**config.mk**
```make
export PLATFORM = sky130hd
export DESIGN_NAME = ssc_switch_ctrl
export DESIGN_NICKNAME = d
export VERILOG_FILES = /design/src/ssc_pkg.sv /design/src/ssc_switch_ctrl.sv
export SDC_FILE = /design/constraint.sdc
export NUM_CORES = 1
export LEC_CHECK = 0
export ABC_AREA = 1
export BUFFER_PORTS_ARGS = -buffer_cell sky130_fd_sc_hd__buf_2
export CAP_MARGIN = 15
export CELL_PAD_IN_SITES_DETAIL_PLACEMENT = 0
export CELL_PAD_IN_SITES_GLOBAL_PLACEMENT = 1
export CORE_AREA = 2 2 53 55
export CTS_BUF_LIST = sky130_fd_sc_hd__clkbuf_4
export DETAILED_ROUTE_END_ITERATION = 6
export DIE_AREA = 0 0 55 57
export HOLD_SLACK_MARGIN = 0.1
export PLACE_DENSITY_LB_ADDON = 0.08
export SETUP_SLACK_MARGIN = 0.1
export SYNTH_ARGS = -nofsm -noshare
export SYNTH_HDL_FRONTEND = slang
export SYNTH_SLANG_ARGS = --single-unit
```
**constraint.sdc**
```tcl
create_clock -name clock_in -period 1.2 [get_ports clock_in]
set_input_delay 0.06 -clock clock_in [delete_from_list [all_inputs] [get_ports clock_in]]
set_output_delay 0.06 -clock clock_in [all_outputs]
set_load 0.05 [all_outputs]
```
**src/ssc_pkg.sv**
```systemverilog
// Package for the shutdown switch control block
package ssc_pkg;
  // Register offsets on the plain port
  localparam logic [3:0] SSC_SHUTDOWN_OFS = 4'h0;
  localparam logic [3:0] SSC_CONFIG_OFS   = 4'h1;
  // Field positions
  localparam int SSC_LASER_LSB = 0;
  localparam int SSC_TEC_LSB   = 2;
  localparam int SSC_SOFT_LSB  = 0;
  localparam int SSC_POL_LSB   = 2;
  // Values after reset, then the off, soft-off and bipolar codes
  localparam logic [1:0] SSC_LASER_RST = 2'h0;
  localparam logic [1:0] SSC_TEC_RST   = 2'h0;
  localparam logic [1:0] SSC_SOFT_RST  = 2'h3;
  localparam logic [1:0] SSC_POL_RST   = 2'h0;
  localparam logic [1:0] SSC_OFF_CODE  = 2'h0;
  localparam logic [1:0] SSC_SOFT_OFF  = 2'h0;
  localparam logic [1:0] SSC_POL_BIP   = 2'h0;

  // Switch positions travelling together
  typedef struct packed {
    logic laser_connected;
    logic tec_connected;
    logic bias_is_ref;
    logic soft_closed;
  } ssc_switch_t;
endpackage

```
**src/ssc_switch_ctrl.sv**
```systemverilog
// Register-driven control of the four shutdown switches
//
// Chosen here: the strobed register port and the address map.
`timescale 1ns/1ps
module ssc_switch_ctrl
  import ssc_pkg::*;
(
  // Clock and reset
  input  wire logic        clock_in,
  input  wire logic        rst_in,
  // Register port
  input  wire logic [3:0]  addr_in,
  input  wire logic [15:0] wdata_in,
  input  wire logic        wr_in,
  input  wire logic        rd_in,
  output logic      [15:0] rdata_out,
  // Switch controls
  output ssc_switch_t      switch_out,
  output logic             laser_switch_off_out,
  output logic             tec_switch_off_out,
  output logic             soft_start_request_out,
  output logic             integrator_to_drive_out
);

  logic [1:0]  laser_field_reg;
  logic [1:0]  tec_field_reg;
  logic [1:0]  soft_field_reg;
  logic [1:0]  pol_field_reg;
  logic [15:0] rdata_reg;
  logic [15:0] rdata_next;

  // Address decode
  wire wr_shut = wr_in && (addr_in == SSC_SHUTDOWN_OFS);
  wire wr_conf = wr_in && (addr_in == SSC_CONFIG_OFS);

  // Register write, reset to defaults
  always_ff @(posedge clock_in or posedge rst_in) begin
    if (rst_in) begin
      laser_field_reg <= SSC_LASER_RST;
      tec_field_reg   <= SSC_TEC_RST;
      soft_field_reg  <= SSC_SOFT_RST;
      pol_field_reg   <= SSC_POL_RST;
    end else begin
      if (wr_shut) begin
        laser_field_reg <= wdata_in[SSC_LASER_LSB +: 2];
        tec_field_reg   <= wdata_in[SSC_TEC_LSB +: 2];
      end
      if (wr_conf) begin
        soft_field_reg <= wdata_in[SSC_SOFT_LSB +: 2];
        pol_field_reg  <= wdata_in[SSC_POL_LSB +: 2];
      end
    end
  end

  // Read mux; unmapped addresses read zero
  always_comb begin
    rdata_next = 16'h0000;
    if (rd_in && addr_in == SSC_SHUTDOWN_OFS) begin
      rdata_next = {12'h000, tec_field_reg, laser_field_reg};
    end else if (rd_in && addr_in == SSC_CONFIG_OFS) begin
      rdata_next = {12'h000, pol_field_reg, soft_field_reg};
    end
  end

  // Read data one cycle after the strobe
  always_ff @(posedge clock_in or posedge rst_in) begin
    if (rst_in) begin
      rdata_reg <= 16'h0000;
    end else begin
      rdata_reg <= rdata_next;
    end
  end

  // Switch decode
  wire laser_off = (laser_field_reg == SSC_OFF_CODE);
  wire tec_off   = (tec_field_reg == SSC_OFF_CODE);
  wire soft_req  = (soft_field_reg != SSC_SOFT_OFF);
  wire bias_ref  = (pol_field_reg == SSC_POL_BIP);

  // Output drive
  assign rdata_out               = rdata_reg;
  assign laser_switch_off_out    = laser_off;
  assign tec_switch_off_out      = tec_off;
  assign soft_start_request_out  = soft_req;
  assign integrator_to_drive_out = !tec_off;
  assign switch_out.laser_connected = !laser_off;
  assign switch_out.tec_connected   = !tec_off;
  assign switch_out.bias_is_ref     = bias_ref;
  assign switch_out.soft_closed     = tec_off && soft_req;

  // Checks
  property p_soft_open;
    @(posedge clock_in) disable iff (rst_in)
      (wr_conf && wdata_in[1:0] == 2'h0) |=> !switch_out.soft_closed;
  endproperty
  a_soft_open: assert property (p_soft_open) else $error("soft open");

  property p_laser;
    @(posedge clock_in) disable iff (rst_in)
      (wr_shut && wdata_in[1:0] == 2'h0) |=> laser_switch_off_out;
  endproperty
  a_laser: assert property (p_laser) else $error("laser off");

  property p_tec;
    @(posedge clock_in) disable iff (rst_in)
      (wr_shut && wdata_in[3:2] != 2'h0) |=> !tec_switch_off_out;
  endproperty
  a_tec: assert property (p_tec) else $error("tec on");

  property p_pol;
    @(posedge clock_in) disable iff (rst_in)
      wr_conf |=> (switch_out.bias_is_ref == ($past(wdata_in[3:2]) == 2'h0));
  endproperty
  a_pol: assert property (p_pol) else $error("polarity");

  property p_drive;
    @(posedge clock_in) disable iff (rst_in)
      integrator_to_drive_out == switch_out.tec_connected;
  endproperty
  a_drive: assert property (p_drive) else $error("drive path");

  property p_soft_mix;
    @(posedge clock_in) disable iff (rst_in)
      switch_out.soft_closed |-> (tec_switch_off_out && soft_start_request_out);
  endproperty
  a_soft_mix: assert property (p_soft_mix) else $error("soft mix");

  property p_hold;
    @(posedge clock_in) disable iff (rst_in)
      !wr_in |=> $stable(switch_out);
  endproperty
  a_hold: assert property (p_hold) else $error("switch moved");

  property p_rst;
    @(posedge clock_in) $fell(rst_in) |->
      (switch_out == 4'h3 && laser_switch_off_out);
  endproperty
  a_rst: assert property (p_rst) else $error("reset state");

  property p_rd;
    @(posedge clock_in) disable iff (rst_in)
      (rd_in && addr_in == SSC_CONFIG_OFS) |=>
        rdata_out[3:0] == {$past(pol_field_reg), $past(soft_field_reg)};
  endproperty
  a_rd: assert property (p_rd) else $error("read back");

  // Read data is zero in every cycle that follows no read
  property p_rd_idle;
    @(posedge clock_in) disable iff (rst_in)
      !rd_in |=> rdata_out == 16'h0000;
  endproperty
  a_rd_idle: assert property (p_rd_idle) else $error("rdata idle");

  // Shutdown read returns both switch fields
  property p_rd_shut;
    @(posedge clock_in) disable iff (rst_in)
      (rd_in && addr_in == SSC_SHUTDOWN_OFS) |=>
        rdata_out == {12'h000, $past(tec_field_reg), $past(laser_field_reg)};
  endproperty
  a_rd_shut: assert property (p_rd_shut) else $error("shut read");

  // Unmapped reads return zero
  property p_rd_unmapped;
    @(posedge clock_in) disable iff (rst_in)
      (rd_in && addr_in > SSC_CONFIG_OFS) |=> rdata_out == 16'h0000;
  endproperty
  a_rd_unmapped: assert property (p_rd_unmapped) else $error("unmapped");

  // Upper read bits never carry data
  property p_rd_upper;
    @(posedge clock_in) disable iff (rst_in)
      rdata_out[15:4] == 12'h000;
  endproperty
  a_rd_upper: assert property (p_rd_upper) else $error("upper bits");

  // Any non-off laser code enables the setpoint switch
  property p_laser_on;
    @(posedge clock_in) disable iff (rst_in)
      (wr_shut && wdata_in[1:0] != 2'h0) |=> !laser_switch_off_out;
  endproperty
  a_laser_on: assert property (p_laser_on) else $error("laser on");

  // Off code on the cooler field disables the drive switch
  property p_tec_off;
    @(posedge clock_in) disable iff (rst_in)
      (wr_shut && wdata_in[3:2] == 2'h0) |=> tec_switch_off_out;
  endproperty
  a_tec_off: assert property (p_tec_off) else $error("tec off");

  // Any non-zero soft code raises the request
  property p_soft_req;
    @(posedge clock_in) disable iff (rst_in)
      (wr_conf && wdata_in[1:0] != 2'h0) |=> soft_start_request_out;
  endproperty
  a_soft_req: assert property (p_soft_req) else $error("soft req");

  // Zero soft code drops the request
  property p_soft_nreq;
    @(posedge clock_in) disable iff (rst_in)
      (wr_conf && wdata_in[1:0] == 2'h0) |=> !soft_start_request_out;
  endproperty
  a_soft_nreq: assert property (p_soft_nreq) else $error("soft nreq");

  // Cooler off with request pending closes the soft-start switch
  property p_soft_close;
    @(posedge clock_in) disable iff (rst_in)
      (tec_switch_off_out && soft_start_request_out) |-> switch_out.soft_closed;
  endproperty
  a_soft_close: assert property (p_soft_close) else $error("soft close");

  // Laser connection is the inverse of its switch-off signal
  property p_laser_conn;
    @(posedge clock_in) disable iff (rst_in)
      switch_out.laser_connected == !laser_switch_off_out;
  endproperty
  a_laser_conn: assert property (p_laser_conn) else $error("laser conn");

  // Writes to unmapped offsets leave every switch alone
  property p_wr_unmapped;
    @(posedge clock_in) disable iff (rst_in)
      (wr_in && addr_in > SSC_CONFIG_OFS) |=> $stable(switch_out);
  endproperty
  a_wr_unmapped: assert property (p_wr_unmapped) else $error("wr unmap");

  // Reset leaves cooler off, request up and integrator cut off
  property p_rst_out;
    @(posedge clock_in) $fell(rst_in) |->
      (tec_switch_off_out && soft_start_request_out &&
       !integrator_to_drive_out);
  endproperty
  a_rst_out: assert property (p_rst_out) else $error("reset outs");

  // Reset selects the reference for the bias switch
  property p_rst_bias;
    @(posedge clock_in) $fell(rst_in) |-> switch_out.bias_is_ref;
  endproperty
  a_rst_bias: assert property (p_rst_bias) else $error("reset bias");

  // Reset clears the read data
  property p_rst_rd;
    @(posedge clock_in) $fell(rst_in) |-> rdata_out == 16'h0000;
  endproperty
  a_rst_rd: assert property (p_rst_rd) else $error("reset rdata");

  // A shutdown write leaves the configuration outputs alone
  property p_shut_only;
    @(posedge clock_in) disable iff (rst_in)
      wr_shut |=> ($stable(switch_out.bias_is_ref) &&
                   $stable(soft_start_request_out));
  endproperty
  a_shut_only: assert property (p_shut_only) else $error("shut only");

  // A configuration write leaves the switch-off signals alone
  property p_conf_only;
    @(posedge clock_in) disable iff (rst_in)
      wr_conf |=> ($stable(laser_switch_off_out) &&
                   $stable(tec_switch_off_out));
  endproperty
  a_conf_only: assert property (p_conf_only) else $error("conf only");

  // Drive switch off cuts the integrator from the drive output
  property p_drive_off;
    @(posedge clock_in) disable iff (rst_in)
      tec_switch_off_out |-> !integrator_to_drive_out;
  endproperty
  a_drive_off: assert property (p_drive_off) else $error("drive off");

  // Cooler connection is the inverse of its switch-off signal
  property p_tec_conn;
    @(posedge clock_in) disable iff (rst_in)
      switch_out.tec_connected == !tec_switch_off_out;
  endproperty
  a_tec_conn: assert property (p_tec_conn) else $error("tec conn");

  // Bipolar code puts the bias switch on the reference
  property p_bias_ref;
    @(posedge clock_in) disable iff (rst_in)
      (wr_conf && wdata_in[3:2] == 2'h0) |=> switch_out.bias_is_ref;
  endproperty
  a_bias_ref: assert property (p_bias_ref) else $error("bias ref");

  // Soft start only runs while the integrator is cut off
  property p_soft_drive;
    @(posedge clock_in) disable iff (rst_in)
      switch_out.soft_closed |-> !integrator_to_drive_out;
  endproperty
  a_soft_drive: assert property (p_soft_drive) else $error("soft drive");

  // Main scenarios
  c_soft: cover property (@(posedge clock_in)
    wr_conf ##1 !switch_out.soft_closed);
  c_tec_on: cover property (@(posedge clock_in)
    wr_shut ##1 integrator_to_drive_out);
  c_unipolar: cover property (@(posedge clock_in) !switch_out.bias_is_ref);
  c_rd_conf: cover property (@(posedge clock_in)
    rd_in && addr_in == SSC_CONFIG_OFS);
  c_laser_on: cover property (@(posedge clock_in)
    wr_shut ##1 !laser_switch_off_out);

endmodule

```
==> summary.txt <==
GRT
  – Initial antenna violation count: 0
  – First-pass GRT wire length: 2.684 mm
  – Largest net degree at the start of global routing: 19
  – Total gr overflow: 0
  – Vias in the first global route: around 630
  – Tot GR Track Use: 0.1208

Placement
  – Post-place setup slack: 0.1013 ns
  – RePlAce Congestion: 0.7227
  – Inst Count DP: 130
  – Port buffer count: 23
  – HPWL Detailed: 1.148 mm

Timing
  – Maximum clock rate: 773.4 MHz
  – RSZ-0062 raised after global routing: yes
  – Max Clock Skew: between 0.006 and 0.007 ns
  – Final setup viols: 4
  – Setup TNS: -0.1711 ns
  – Period minus WS final: 1.293 ns
  – Hold Fails Final Rpt: 0
  – Fin worst setup slack: -0.09292 ns
  – Fin crit share: 1.077
  – Slew Limit Fails: 0

Power
  – Comb pwr share: 0.499
  – P_sw: 0.7272 mW
  – Int Pwr: 0.8796 mW
  – Pwr dens: 1688 nW/um2
  – Clock network fraction of total power: 0.177
  – Static leakage: approximately 0.51 nW
  – Switching Fraction: 0.4526
  – VDD IR max: 0.7504 mV
  – Share of power burned in registers: 0.324
  – Overall power: ~1.6 mW

Setup path
  – Startpoint types: register
  – Critical R2R Launch: soft_field_reg[1]$_DFFE_PP1P_
  – Crit path max fanout: 4
  – Arr. time, crit path: 1.23 ns
  – WP data required: 1.14 ns
  – CP startpoint: tec_field_reg[1]$_DFFE_PP0P_
  – Cells on worst reg2reg path: 2
  – CP endpoint kind: primary output
  – Crit path kind: reg -> out
  – Flop-to-flop setup slack: 0.39 ns
  – Reg-to-Reg End: rdata_out[1]$_DFF_PP0_

Synth
  – Cell Area, Synth: roughly 710 um2
  – Post-synth top area share: 0.3546
  – #FFs+latches synth: 12
  – Gate Count Post-Synth: 82
  – Netlist cell types: 16
  – Post-synth top area cell: dfrtp_1
  – Sequential area share after synthesis: 0.4291
  – Synth top area cells: dfrtp_1 (35%), buf_4 (15%), nand4_1 (14%)
  – Syn_area_per_cell: about 8.6 um2
  – Yosys Warn Count: 0

Clock tree
  – TritonCTS Sinks: 12
  – Clock latency reported for the late side of the worst-skew pair: 0.27 ns
  – Root Buffer: clkbuf_4
  – Clock transition at path regs: ~0.08 ns
  – Clock Path Buffers: 2
  – TritonCTS Buffers: 3
  – Number of H-tree levels: 1
  – CTS tree: built

Finish
  – Area of the multi-input gates: 317.8 um2
  – Share of cells above drive strength 1: 0.3929
  – Max FFs per register: 4
  – Fin nets: 137
  – Final Non-Filler Cells: 143
  – Utilization after layout: 0.3641
  – Area Overhead vs Synth: 34.93%
  – Fillers: around 290
  – Register area: just over 300 um2
  – Antenna diode count: 0

Status
  – Failing checks: setup timing
  – Status: finished, violations left

Routing
  – Starting DRT DRC Count: 7
  – Drt drc: 0
  – Via count: 623
  – Vias per cell: 4.357
  – Drt pass-1 iters: 4
  – Wirelength per Cell: 11.23 um
  – Post-DRT Antenna Nets: 0
  – Routed WL: 1.606 mm

Die
  – Starting Density: 0.2699
  – Top Ports: 48
  – Die Y: 57 um
  – Row cnt: 19
  – Die area: 3135 um2
  – Core footprint: 2615 um2
  – DIE WIDTH: 55 um

Worst hold path
  – Worst Hold Depth: 3
  – Hold EP: rdata_out[1]$_DFF_PP0_
  – Hold path startpoint: rd_in
  – Worst Hold Class: in -> reg

Job
  – Max Cap Viol: 0
==> timing repair <==
action,4_1_cts,5_1_grt
setup endpoints to repair,8,7
resized for setup,10,4
pin swaps,1,1
endpoints found under the hold margin,18,0
setup buffers,3,1
hold buffers,5,0
==> cells by family (layout without fill, tap and decap cells) <==
family	Yosys count	after routing	synth area share
AO/OA/AOI/OAI	1	1	0.007085
buffers and inverters	23	42	0.2092
other	1	12	0.005314
flip-flops	12	12	0.4291
AND/OR/NAND/NOR	45	45	0.3493
==> worst max path at each step <==
stage	to	slack (ns)
floorplan	switch_out[0]	0.09
global placement	switch_out[0]	0.10
finish	switch_out[0]	-0.09
CTS	switch_out[0]	-0.10
detailed placement	switch_out[0]	0.10
global route	switch_out[0]	-0.14
==> area by class of cell <==
cell class,count,share of cell area
clock buffers,4,0.03154
inverters,6,0.02760
multi-input cells,58,0.3338
flip-flops and latches,12,0.3180
well taps,31,0.04074
repair buffers,32,0.2484
==> cells in the final DEF, fill, tap and decap left out <==
cell	n
nand3_2	2
nor2_4	4
or2_4	1
nor2_1	1
a21oi_4	1
conb_1	12
clkinvlp_4	1
clkbuf_4	4
nand4_1	16
dlygate4sd3_1	5
inv_2	2
buf_8	2
buf_2	17
buf_6	3
buf_4	5
dfstp_2	2
inv_1	3
nand2_1	21
dfrtp_1	10
==> cells in the mapped netlist <==
| library cell | count |
|---|---|
| nor2_4 | 3 |
| inv_2 | 1 |
| nand3_2 | 2 |
| conb_1 | 1 |
| buf_1 | 1 |
| clkbuf_2 | 1 |
| inv_1 | 5 |
| nand4_1 | 16 |
| dfrtp_1 | 10 |
| buf_4 | 14 |
| buf_6 | 1 |
| nor2_1 | 2 |
| a21oi_1 | 1 |
| nand2_1 | 21 |
| dfstp_2 | 2 |
| or2_2 | 1 |
==> power by group through the flow <==
stage	clock network, mW	logic [mW]	registers (mW)
detailed placement	0	0.651	0.534
floorplan	0	0.592	0.530
finish	0.284	0.802	0.520
global route	0.318	0.855	0.528
global placement	0	0.645	0.536
CTS	0.300	0.769	0.520
==> critical path, cell delays in order, from the launching register on <==
cell	delay (ns)
dfrtp_1	0.39
or2_4	0.29
a21oi_4	0.12
buf_6	0.17
==> layer usage <==
layer  share of wire  track usage  vias to the layer above
met5               0            0                        -
met4           0.012      0.07317                        0
met3           0.067      0.03141                        2
met2            0.49       0.1922                       25
met1            0.43       0.1412                      289
li1                -            -                      307
==> stage by stage <==
| step | cell area, um2 | hold WS [ns] |
|---|---|---|
| after floorplan | 772.0 | -0.07673 |
| after global placement | 800.8 | 0.09493 |
| after detailed placement | 800.8 | 0.09890 |
| after CTS | 933.4 | 0.1022 |
| after global routing | 952.2 | 0.1241 |
| final | 952.2 | 0.1121 |
No activity file was read; power rests on OpenSTA's default activity.
